--- config.mk ---
export PLATFORM = sky130hd
export DESIGN_NAME = slcp_strap_latch_config_pins
export DESIGN_NICKNAME = d
export VERILOG_FILES = /design/src/verilog/slcp_pkg.sv /design/src/verilog/slcp_i2c_slave.sv /design/src/verilog/slcp_strap_latch_config_pins.sv
export SDC_FILE = /design/constraint.sdc
export NUM_CORES = 1
export LEC_CHECK = 0
export BUFFER_PORTS_ARGS = -buffer_cell sky130_fd_sc_hd__buf_2
export CORE_MARGIN = 8
export CORE_UTILIZATION = 54
export DETAILED_ROUTE_END_ITERATION = 7
export HOLD_SLACK_MARGIN = 0.06
export PLACE_DENSITY = 0.8
export SLEW_MARGIN = 0
export SYNTH_ARGS = -nofsm -noshare
export SYNTH_HDL_FRONTEND = slang
export SYNTH_SLANG_ARGS = --single-unit
--- constraint.sdc ---
create_clock -name clk_sys_i -period 2.11 [get_ports clk_sys_i]
set_clock_uncertainty 0.15 [all_clocks]
set_input_delay 0.1055 -clock clk_sys_i [delete_from_list [all_inputs] [get_ports clk_sys_i]]
set_output_delay 0.1055 -clock clk_sys_i [all_outputs]
set_load 0.005 [all_outputs]
--- src/verilog/slcp_pkg.sv ---
package slcp_pkg;
    // ==========================================================
    // local config port addressing
    localparam logic [5:0] I2C_DEV_BASE   = 6'h1D;   // arbitrary value
    localparam int         BYTE_BITS      = 8;
    localparam logic [3:0] BIT_LAST       = 4'h7;
    localparam logic [3:0] BIT_DONE       = 4'h8;

    // ==========================================================
    // register pointers
    localparam logic [7:0] REG_CTRL       = 8'h00;
    localparam logic [7:0] REG_STATUS     = 8'h01;
    localparam logic [7:0] REG_INT_STAT   = 8'h02;
    localparam logic [7:0] REG_INT_MASK   = 8'h03;

    // ==========================================================
    // control fields
    localparam int         CTRL_SENSE_SEL = 0;
    localparam int         CTRL_CEC_DRV   = 1;       // bits 1 and 2
    localparam logic [7:0] CTRL_RST       = 8'h00;
    localparam logic [7:0] MASK_RST       = 8'h00;

    // ==========================================================
    // status and event fields
    localparam int         ST_TMDS_CLK    = 0;
    localparam int         ST_STRAP       = 1;
    localparam int         ST_TX_PWR      = 2;
    localparam int         ST_CEC_LVL     = 4;       // bits 4 and 5
    localparam int         EV_TMDS_CHG    = 0;
    localparam int         EV_CEC_FALL    = 1;       // bits 1 and 2
    localparam int         EV_W           = 3;

    // ==========================================================
    // pin synchroniser lanes
    localparam int         PIN_W          = 5;
    localparam int         PIN_STRAP      = 0;
    localparam int         PIN_SCL        = 1;
    localparam int         PIN_SDA        = 2;
    localparam int         PIN_CEC        = 3;       // lanes 3 and 4
    localparam int         CEC_N          = 2;

    // ==========================================================
    // slave states, gray along the usual path
    typedef enum logic [2:0] {
        ST_IDLE = 3'h0,
        ST_ADDR = 3'h1,
        ST_AACK = 3'h3,
        ST_WR   = 3'h2,
        ST_WACK = 3'h6,
        ST_RD   = 3'h7,
        ST_RACK = 3'h5
    } slcp_state_t;
endpackage

--- src/verilog/slcp_i2c_slave.sv ---
`timescale 1ns/1ps
module slcp_i2c_slave (
    // clock and reset
    input  wire logic       clk_sys_i,
    input  wire logic       rst_n_i,
    // filtered bus levels
    input  wire logic       scl_i,
    input  wire logic       sda_i,
    input  wire logic [6:0] dev_addr_i,
    output logic            sda_low_o,
    // register access
    output logic [7:0]      reg_ptr_o,
    output logic [7:0]      reg_wdata_o,
    output logic            reg_wr_o,
    input  wire logic [7:0] reg_rdata_i
);
    slcp_pkg::slcp_state_t state_r;
    logic       scl_q_r;
    logic       sda_q_r;
    logic [3:0] cnt_r;
    logic [7:0] sh_r;
    logic       rw_r;
    logic       first_r;
    logic       ack_r;
    logic       rise;
    logic       fall;
    logic       start;
    logic       stop;

    assign rise  = scl_i & ~scl_q_r;
    assign fall  = ~scl_i & scl_q_r;
    assign start = scl_i & scl_q_r & sda_q_r & ~sda_i;
    assign stop  = scl_i & scl_q_r & ~sda_q_r & sda_i;

    always_ff @(posedge clk_sys_i) begin
        scl_q_r <= scl_i;
        sda_q_r <= sda_i;
    end

    // ==========================================================
    // byte engine, pointer then auto-increment data
    always_ff @(posedge clk_sys_i) begin
        reg_wr_o <= 1'b0;
        if (!rst_n_i) begin
            state_r     <= slcp_pkg::ST_IDLE;
            cnt_r       <= 4'h0;
            sh_r        <= 8'h00;
            rw_r        <= 1'b0;
            first_r     <= 1'b0;
            ack_r       <= 1'b0;
            reg_ptr_o   <= 8'h00;
            reg_wdata_o <= 8'h00;
        end else if (start) begin
            state_r <= slcp_pkg::ST_ADDR;
            cnt_r   <= 4'h0;
            first_r <= 1'b1;
        end else if (stop) begin
            state_r <= slcp_pkg::ST_IDLE;
        end else begin
            case (state_r)
                slcp_pkg::ST_ADDR, slcp_pkg::ST_WR: begin
                    if (rise) begin
                        sh_r  <= {sh_r[6:0], sda_i};
                        cnt_r <= cnt_r + 4'h1;
                    end else if (fall && cnt_r == slcp_pkg::BIT_DONE) begin
                        if (state_r == slcp_pkg::ST_ADDR) begin
                            rw_r    <= sh_r[0];
                            state_r <= (sh_r[7:1] == dev_addr_i) ? slcp_pkg::ST_AACK
                                                                 : slcp_pkg::ST_IDLE;
                        end else begin
                            state_r <= slcp_pkg::ST_WACK;
                            if (first_r) begin
                                reg_ptr_o <= sh_r;
                            end else begin
                                reg_wdata_o <= sh_r;
                                reg_wr_o    <= 1'b1;
                            end
                        end
                    end
                end
                slcp_pkg::ST_AACK: begin
                    if (fall) begin
                        cnt_r   <= 4'h0;
                        state_r <= rw_r ? slcp_pkg::ST_RD : slcp_pkg::ST_WR;
                        sh_r    <= reg_rdata_i;
                    end
                end
                slcp_pkg::ST_WACK: begin
                    if (fall) begin
                        cnt_r     <= 4'h0;
                        state_r   <= slcp_pkg::ST_WR;
                        first_r   <= 1'b0;
                        reg_ptr_o <= first_r ? reg_ptr_o : reg_ptr_o + 8'h01;
                    end
                end
                slcp_pkg::ST_RD: begin
                    if (fall) begin
                        sh_r  <= {sh_r[6:0], 1'b1};
                        cnt_r <= cnt_r + 4'h1;
                        if (cnt_r == slcp_pkg::BIT_LAST) begin
                            state_r   <= slcp_pkg::ST_RACK;
                            reg_ptr_o <= reg_ptr_o + 8'h01;
                        end
                    end
                end
                slcp_pkg::ST_RACK: begin
                    if (rise) begin
                        ack_r <= ~sda_i;
                    end else if (fall) begin
                        cnt_r   <= 4'h0;
                        sh_r    <= reg_rdata_i;
                        state_r <= ack_r ? slcp_pkg::ST_RD : slcp_pkg::ST_IDLE;
                    end
                end
                default: begin
                    state_r <= slcp_pkg::ST_IDLE;
                end
            endcase
        end
    end

    always_comb begin
        case (state_r)
            slcp_pkg::ST_AACK, slcp_pkg::ST_WACK: sda_low_o = 1'b1;
            slcp_pkg::ST_RD:                      sda_low_o = ~sh_r[7];
            default:                              sda_low_o = 1'b0;
        endcase
    end
endmodule // slcp_i2c_slave

--- src/verilog/slcp_strap_latch_config_pins.sv ---
`timescale 1ns/1ps
// Function
// - latch strap level at reset release as subaddress
// - strap pin input in reset, then drives
// - register selects tmds clock presence on output
// - external reset is active low
// - interrupt pin open drain, low when active
// - all registers reached over local config port
// - two independent controllers, one per line
module slcp_strap_latch_config_pins (
    // clock and reset
    input  wire logic            clk_sys_i,
    input  wire logic            rst_n_i,
    // strap and power sense pin
    input  wire logic            addr_strap_power_sense_pin_i,
    output logic                 addr_strap_power_sense_pin_o,
    output logic                 addr_strap_power_sense_pin_oe_o,
    output logic                 subaddr_sel_o,
    // sense sources
    input  wire logic            tx_power_sense_i,
    input  wire logic            rx_tmds_clk_det_i,
    // local config port pins
    input  wire logic            cfg_i2c_clk_i,
    input  wire logic            cfg_i2c_dat_i,
    output logic                 cfg_i2c_dat_o,
    output logic                 cfg_i2c_dat_oe_o,
    // line pins
    input  wire logic [1:0]      cec_line_i,
    output logic      [1:0]      cec_line_o,
    output logic      [1:0]      cec_line_oe_o,
    // interrupt pin
    output logic                 int_o,
    output logic                 int_oe_o
);
    // ==========================================================
    // decode helper
    function automatic logic hit(input logic [7:0] ptr, input logic [7:0] reg_ofs);
        hit = (ptr == reg_ofs);
    endfunction

    logic [slcp_pkg::PIN_W-1:0] pin_raw;
    logic [slcp_pkg::PIN_W-1:0] s1_r;
    logic [slcp_pkg::PIN_W-1:0] s2_r;
    logic [slcp_pkg::PIN_W-1:0] s3_r;
    logic [slcp_pkg::PIN_W-1:0] flt_r;
    logic                       strap_done_r;
    logic                       strap_r;
    logic                       tx_power_sense_out_r;
    logic [7:0]                 ctrl_r;
    logic [7:0]                 mask_r;
    logic [slcp_pkg::EV_W-1:0]  ev_stat_r;
    logic [slcp_pkg::EV_W-1:0]  ev_set;
    logic                       tmds_q_r;
    logic [1:0]                 cec_fall;
    logic [1:0]                 cec_oe_r;
    logic                       int_oe_r;
    logic                       sda_oe_r;
    logic                       sda_low;
    logic [7:0]                 reg_ptr;
    logic [7:0]                 reg_wdata;
    logic                       reg_wr;
    logic [7:0]                 reg_rdata;
    logic [7:0]                 status;

    assign pin_raw = {cec_line_i, cfg_i2c_dat_i, cfg_i2c_clk_i,
                      addr_strap_power_sense_pin_i};

    // ==========================================================
    // pin synchronisers, change taken once two stages agree
    genvar g;
    generate
        for (g = 0; g < slcp_pkg::PIN_W; g++) begin : g_sync
            always_ff @(posedge clk_sys_i) begin
                s1_r[g] <= pin_raw[g];
                s2_r[g] <= s1_r[g];
                s3_r[g] <= s2_r[g];
                if (s2_r[g] == s3_r[g]) begin
                    flt_r[g] <= s3_r[g];
                end
            end
        end
    endgenerate

    // ==========================================================
    // strap latch at reset release
    always_ff @(posedge clk_sys_i) begin
        if (!rst_n_i) begin
            strap_done_r <= 1'b0;
            strap_r      <= 1'b0;
        end else if (!strap_done_r) begin
            strap_done_r <= 1'b1;
            strap_r      <= s3_r[slcp_pkg::PIN_STRAP];
        end
    end

    assign subaddr_sel_o = strap_r;

    // ==========================================================
    // power sense output on the strap pin
    always_ff @(posedge clk_sys_i) begin
        if (!rst_n_i) begin
            tx_power_sense_out_r <= 1'b0;
        end else if (ctrl_r[slcp_pkg::CTRL_SENSE_SEL]) begin
            tx_power_sense_out_r <= rx_tmds_clk_det_i;
        end else begin
            tx_power_sense_out_r <= tx_power_sense_i;
        end
    end

    assign addr_strap_power_sense_pin_o    = tx_power_sense_out_r;
    assign addr_strap_power_sense_pin_oe_o = strap_done_r;

    // ==========================================================
    // line controllers, one per line
    generate
        for (g = 0; g < slcp_pkg::CEC_N; g++) begin : g_cec
            logic lvl_q_r;
            always_ff @(posedge clk_sys_i) begin
                if (!rst_n_i) begin
                    lvl_q_r     <= 1'b1;
                    cec_oe_r[g] <= 1'b0;
                end else begin
                    lvl_q_r     <= flt_r[slcp_pkg::PIN_CEC+g];
                    cec_oe_r[g] <= ctrl_r[slcp_pkg::CTRL_CEC_DRV+g];
                end
            end
            assign cec_fall[g] = lvl_q_r & ~flt_r[slcp_pkg::PIN_CEC+g];
        end
    endgenerate

    assign cec_line_o    = 2'h0;
    assign cec_line_oe_o = cec_oe_r;

    // ==========================================================
    // config port slave
    slcp_i2c_slave u_slave (
        .clk_sys_i   (clk_sys_i),
        .rst_n_i     (rst_n_i),
        .scl_i       (flt_r[slcp_pkg::PIN_SCL]),
        .sda_i       (flt_r[slcp_pkg::PIN_SDA]),
        .dev_addr_i  ({slcp_pkg::I2C_DEV_BASE, strap_r}),
        .sda_low_o   (sda_low),
        .reg_ptr_o   (reg_ptr),
        .reg_wdata_o (reg_wdata),
        .reg_wr_o    (reg_wr),
        .reg_rdata_i (reg_rdata)
    );

    always_ff @(posedge clk_sys_i) begin
        if (!rst_n_i) begin
            sda_oe_r <= 1'b0;
        end else begin
            sda_oe_r <= sda_low;
        end
    end

    assign cfg_i2c_dat_o    = 1'b0;
    assign cfg_i2c_dat_oe_o = sda_oe_r;

    // ==========================================================
    // register file
    always_ff @(posedge clk_sys_i) begin
        if (!rst_n_i) begin
            ctrl_r <= slcp_pkg::CTRL_RST;
            mask_r <= slcp_pkg::MASK_RST;
        end else if (reg_wr) begin
            if (hit(reg_ptr, slcp_pkg::REG_CTRL)) begin
                ctrl_r <= reg_wdata;
            end
            if (hit(reg_ptr, slcp_pkg::REG_INT_MASK)) begin
                mask_r <= reg_wdata;
            end
        end
    end

    always_comb begin
        status                         = 8'h00;
        status[slcp_pkg::ST_TMDS_CLK]  = rx_tmds_clk_det_i;
        status[slcp_pkg::ST_STRAP]     = strap_r;
        status[slcp_pkg::ST_TX_PWR]    = tx_power_sense_i;
        status[slcp_pkg::ST_CEC_LVL]   = flt_r[slcp_pkg::PIN_CEC];
        status[slcp_pkg::ST_CEC_LVL+1] = flt_r[slcp_pkg::PIN_CEC+1];
    end

    always_comb begin
        if (hit(reg_ptr, slcp_pkg::REG_CTRL)) begin
            reg_rdata = ctrl_r;
        end else if (hit(reg_ptr, slcp_pkg::REG_STATUS)) begin
            reg_rdata = status;
        end else if (hit(reg_ptr, slcp_pkg::REG_INT_STAT)) begin
            reg_rdata = {5'h00, ev_stat_r};
        end else if (hit(reg_ptr, slcp_pkg::REG_INT_MASK)) begin
            reg_rdata = mask_r;
        end else begin
            reg_rdata = 8'h00;
        end
    end

    // ==========================================================
    // sticky events, set wins over clear
    always_ff @(posedge clk_sys_i) begin
        if (!rst_n_i) begin
            tmds_q_r <= 1'b0;
        end else begin
            tmds_q_r <= rx_tmds_clk_det_i;
        end
    end

    assign ev_set = {cec_fall, tmds_q_r ^ rx_tmds_clk_det_i};

    always_ff @(posedge clk_sys_i) begin
        if (!rst_n_i) begin
            ev_stat_r <= 3'h0;
        end else if (reg_wr && hit(reg_ptr, slcp_pkg::REG_INT_STAT)) begin
            ev_stat_r <= (ev_stat_r & ~reg_wdata[slcp_pkg::EV_W-1:0]) | ev_set;
        end else begin
            ev_stat_r <= ev_stat_r | ev_set;
        end
    end

    // ==========================================================
    // interrupt pin
    always_ff @(posedge clk_sys_i) begin
        if (!rst_n_i) begin
            int_oe_r <= 1'b0;
        end else begin
            int_oe_r <= |(ev_stat_r & mask_r[slcp_pkg::EV_W-1:0]);
        end
    end

    assign int_o    = 1'b0;
    assign int_oe_o = int_oe_r;
endmodule // slcp_strap_latch_config_pins

### Word-level counts from Yosys, hierarchy flattened

Index checks and enable logic that the tools add are counted.

* multiplexer cells: 47
* bitwise operators: 30
* add/sub/neg operators: 2
* equality and inequality tests: 37
* reduce and logical (&&, ||, !) cells: 25

Operators with widths (count)
* two-way mux 8 bit: 16
* two-way mux 3 bit: 12
* case mux 8 bit (4 select lines): 1
* != test 4 x 1 -> 1 bit (second input constant): 6
* case mux 8 bit (3 select lines): 1
* != test 2 x 1 -> 1 bit (second input constant): 9
* == test 8 x 2 -> 1 bit (second input constant): 2
* two-way mux 4 bit: 4
* case mux 4 bit (4 select lines): 1
* AND reduction 8 bit: 2
* NOT 1 bit: 15
* case mux 3 bit (5 select lines): 1
* AND reduction 6 bit: 2
* AND reduction 11 bit: 1
* AND 1 bit: 9
* == test 3 bit (second input constant): 3
* two-way mux 1 bit: 9
* adder 8 x 1 -> 8 bit (second input constant): 1
* == test 8 x 1 -> 1 bit (second input constant): 1
* zero test 8 bit: 1
* != test 2 bit (second input constant): 4
* != test 4 bit (second input constant): 2
* nonzero test 4 bit: 2
* == test 7 x 6 -> 1 bit: 1
* other kinds (23): 35

* register bits: 85
* logic and storage cells: 185

### Depth between registers and ports, before layout

* depth in word-level cells: 8
* gate-level depth with buffers: 8
* gate-level depth less buffers: 7

### Modules after synthesis

A second synthesis with hierarchy kept.

* cells, all modules: 407
* area total of the unflattened synthesis: 3898.7 um^2

Modules (own cells, without submodules)
* slcp_i2c_slave: area each 2120.8 um^2, sequential area each 740.7 um^2, cells an instance 249, instances 1
* slcp_strap_latch_config_pins: area each 1778.0 um^2, sequential area each 1001.0 um^2, cells an instance 158, instances 1

### Worst setup path after synthesis

No wires, ideal clock.

* path kind: flip-flop to flip-flop
* start point: register flt_r[1] in the netlist's numbering
* end point: register u_slave.reg_ptr_o[2]
* slack: 0.023 ns
* cell stages (with the launch flop): 7
* buffers on the path: 1
* arrival: 1.802 ns
* cell sequence: edfxtp_1 and2b_2 nand4b_1 a221o_1 buf_2 o311ai_0 o31ai_1

* cells in the longest elaborated chain, start to end: 5
* elaborated cells on any way between the ends: 16
* those cells by class: eq/ne: 4; bitwise: 10; reduce/logical: 2

RTL lines
* start: declaration: RTL line slcp_strap_latch_config_pins.sv:45 `logic [slcp_pkg::PIN_W-1:0] flt_r;`
* start signal: indexed assignment: RTL line slcp_strap_latch_config_pins.sv:78 `flt_r[g] <= s3_r[g];`
* AND 1 bit / NOT 1 bit (equally long branches): RTL line slcp_i2c_slave.sv:32, slcp_i2c_slave.sv:33, slcp_i2c_slave.sv:31
* AND 1 bit, on equally long branches: RTL line slcp_i2c_slave.sv:32, slcp_i2c_slave.sv:31, slcp_i2c_slave.sv:33
* AND 1 bit (tied with other cells): RTL line slcp_i2c_slave.sv:32 `assign start = scl_i & scl_q_r & sda_q_r & ~sda_i;`
* NOT 1 bit (no source line) / != test 2 x 1 -> 1 bit (equally long branches)
* AND reduction 11 bit (no source line) (*)
* end signal: assignment: RTL line slcp_i2c_slave.sv:73 `reg_ptr_o <= sh_r;`
* end signal: assignment: RTL line slcp_i2c_slave.sv:93 `reg_ptr_o <= first_r ? reg_ptr_o : reg_ptr_o + 8'h01;`
* end signal: assignment: RTL line slcp_i2c_slave.sv:102 `reg_ptr_o <= reg_ptr_o + 8'h01;`
* end: declaration: RTL line slcp_i2c_slave.sv:12 `output logic [7:0] reg_ptr_o,`

Every way passes the cells marked *; elsewhere a longest branch is shown, timed or not.
A chain may end at the register's enable or synchronous reset.

### Final worst setup path

* start point: register u_slave.cnt_r[1]
* end point: register u_slave.state_r[1]

* cells in the longest elaborated chain, start to end: 4
* elaborated cells on any way between the ends: 6
* those cells by class: eq/ne: 4; reduce/logical: 2

RTL lines
* start: declaration: RTL line slcp_i2c_slave.sv:20 `logic [3:0] cnt_r;`
* start signal: assignment: RTL line slcp_i2c_slave.sv:64 `cnt_r <= cnt_r + 4'h1;`
* start signal: assignment: RTL line slcp_i2c_slave.sv:99 `cnt_r <= cnt_r + 4'h1;`
* == test 4 bit: RTL line slcp_i2c_slave.sv:65 `end else if (fall && cnt_r == slcp_pkg::BIT_DONE) begin`
* logical AND 1 bit: RTL line slcp_i2c_slave.sv:65
* != test 2 x 1 -> 1 bit (no source line)
* AND reduction 8 bit (no source line) (*)
* end signal: assignment: RTL line slcp_i2c_slave.sv:68 `state_r <= (sh_r[7:1] == dev_addr_i) ? slcp_pkg::ST_AACK`
* end signal: assignment: RTL line slcp_i2c_slave.sv:71 `state_r <= slcp_pkg::ST_WACK;`
* end signal: assignment: RTL line slcp_i2c_slave.sv:84 `state_r <= rw_r ? slcp_pkg::ST_RD : slcp_pkg::ST_WR;`
* end: declaration: RTL line slcp_i2c_slave.sv:17 `slcp_pkg::slcp_state_t state_r;`

Marks and branches as above.

==> flow_summary.toml <==
[die]
initial_core_util_pct = 56.0
dieArea_mm2 = 0.00998
die_width_um = 99.9
core_mm2 = 0.00679
io_pins = 20
die_h_um = 99.9
placementRows = 30

[synth]
synth_edf_count = 4
synth_top_area_cell = "dfxtp_1"
async_flop_share_pct = 0
synth_top_cell_area_share_pct = 42.6
synth_common_cells = "81 x dfxtp_1, 52 x nor2_1, 29 x nand2_1"
ys_top_cells_by_area = "dfxtp_1 43%, mux2i_1 7.1%, nor2_1 5.1%"
synth_cells = 413
yosysWarnings = 0
syn_area_per_cell_um2 = 9.21
syn_area_mm2 = 0.00380
ys_seq_area_share_pct = 45.8
synth.most_common_cell = "dfxtp_1"
synth_ff_type = "dfxtp_1"
ys_ff_latch = 85
ys_types = 57

[power]
p_comb_share_pct = 7.7
switchingPower_mw = 0.750
pwr_density_cell_mw_per_mm2 = 667
internal_power_mw = 2.19
irDropWorstVdd_mv = 0.453
power_frac_seq_pct = 57.7
switching_share_pct = 25.5
clkPwrFrac_pct = 34.6
power_leakage_nw = 1.81

[global_routing]
grt_pass1_vias = 3024
gr-usage-met3_pct = 4.15
use_met2_pct = 28.0
grt_max_degree = 31
track_usage_pct = 17.3
grt.overflow.total = 0
grt-busiest-layer = "met2"
grtUsageMet1_pct = 21.9
antenna_found_initial = 0
grt_pass1_wl_um = 14100

[flow_run]
maxCapViolCount = 0

[clock_network]
clk_pin_slew_worst_paths_ps = 90
clk_latency_ps = 350
htreeDepth = 3
cts_buffers = 9
tritoncts = "built"
clk_path_buf_depth = 2
clock_sinks = 85
cts-root-buf = "clkbuf_8"

[detailed_routing]
drc = 0
first_iter_violations = 218
wl_per_cell_um = 15.6
via_per_inst = 5.76
wirelength_um = 8600
antenna_left = 0
vias = 3177
dr.pass1.iters = 5

[timing]
finalCriticalPeriod_ps = 2090
setup_viol = 0
fmax_ghz = 0.479
hold_viol = 0
fin_setup_tns_ps = 0
grt_setup_unrepaired = "true"
fin_crit_sh_pct = 98.9
slew_viol_final = 0

[placement]
dp_hpwl_um = 5900
port_buffers = 15
placement.cell_area_mm2 = 0.00410
gp_congestion = 0.927

[setup_path]
startpoint_type = "flop"
worstPathRequired_ps = 2250
crit_fanout = 11
crit_path_end_kind = "flop"
crit_arrival_ps = 2230
criticalPathCategory = "reg2reg"

[hold_path]
min_path_type = "reg2reg"

[layout]
syn2layout_area_growth_pct = 16.2
num-fill-cells = 552
n_antenna_cell = 0
finalNetCount = 466
post_route_cells_drive_above_1_share_pct = 18.2
final_area_mm2 = 0.00442

[run_status]
outcome = "complete, no violations"
-- final timing paths --
kind / slack, ps / endpoint / cells after the start / start
setup reg to reg: 20 / u_slave.state_r[1] / 7 / u_slave.cnt_r[1]
setup / recovery: 20 / u_slave.state_r[1] / 7 / u_slave.cnt_r[1]
hold reg to reg: 180 / s2_r[0] / 0 / s1_r[0]
hold / removal: 180 / s2_r[0] / 0 / s1_r[0]
-- sequential cells by signal (all words and copies together) (netlist names), 2 cells and up --
name,flops
u_slave.state_r,3
u_slave.cnt_r,4
mask_r,8
cec_line_oe_o,2
g_cec.lvl_q_r,2
s3_r,5
s1_r,5
ev_stat_r,3
ctrl_r,8
u_slave.sh_r,8
u_slave.reg_ptr_o,8
s2_r,5
flt_r,4
u_slave.reg_wdata_o,8
-- layout make-up --
class	count	area (um2)	area share, %
flip-flops and latches	85	1740	39.5
multi-input cells	287	1920	43.4
inverters	14	52.6	1.19
well taps	96	120	2.72
clock inverters	7	50.0	1.13
repair buffers	54	412	9.32
clock buffers	9	124	2.80
-- metal layers --
metal  part of all wire (%)  vias to the layer above
li1                       -                     1555
met2                     46                       79
met3                    4.7                       11
met5                      0                        -
met4                    1.9                        0
met1                     47                     1532
-- power groups by stage --
stage	registers [mW]	logic (mW)	clock network (mW)
5_1_grt	1.71	0.247	1.11
3_3_place_gp	1.74	0.204	0
2_1_floorplan	1.73	0.141	0
6_report	1.70	0.226	1.02
3_5_place_dp	1.74	0.208	0
4_1_cts	1.70	0.220	1.04
-- worst max-delay path, cell delays in order, from the launching register on --
cell      delay, ps
dfxtp_1         380
ha_1            210
and4b_1         220
a211oi_1         50
a221o_1         330
buf_12          170
a2111o_1        360
a21oi_2         150
-- cell families after synthesis --
| group | synth area share, % |
|---|---|
| AO/OA/AOI/OAI | 18.8 |
| flip-flops | 45.8 |
| adder cells (fa/ha/maj) | 2.24 |
| other | 0.0986 |
| multiplexers | 7.11 |
| buffers and inverters | 5.13 |
| AND/OR/NAND/NOR | 18.5 |
| XOR/XNOR | 2.30 |
-- placed cells by master (no fill, tap or decap), drive strengths merged, types with 2 or more instances in the layout --
cell,instances
nor3,2
nand2b,8
ha,6
dlygate4sd3,8
a22oi,11
xnor2,7
nand3,15
edfxtp,4
conb,4
a211oi,12
and3,6
a21oi,23
clkbuf,9
dfxtp,81
nand4b,3
nand3b,4
a211o,2
o311ai,6
nor4bb,2
and2,4
a311oi,3
clkinv,4
xor2,3
or4,3
nor2b,3
o21ai,16
a31oi,5
o22ai,2
mux2i,27
nand2,29
nor2,52
o31ai,8
buf,46
nor3b,3
clkinvlp,2
inv,15
-- per-stage QoR --
| stage | hold slack [ps] | setup WS, ps | instances | util [%] | power [mW] |
|---|---|---|---|---|---|
| 6_report | 180 | 24.2 | 552 | 65.0 | 2.95 |
| 5_1_grt | 187 | -68.9 | 552 | 65.0 | 3.06 |
| 4_1_cts | 182 | 8.99 | 551 | 64.3 | 2.96 |
| 3_5_place_dp | 59.5 | 4.38 | 526 | 60.3 | 1.94 |
| 3_3_place_gp | 57.2 | 57.8 | 526 | 60.3 | 1.94 |
| 2_1_floorplan | -16.8 | 23.5 | 416 | - | 1.87 |
-- repair_timing --
item | in CTS | in global routing
pin swaps | 2 | 3
hold buffers | 8 | 0
gates resized for setup | 3 | 19
cloned | 0 | 1
setup buffers | 1 | 0
hold endpoints to repair | 11 | 0
setup endpoints to repair | 3 | 23
(Power assumes the default switching activity.)
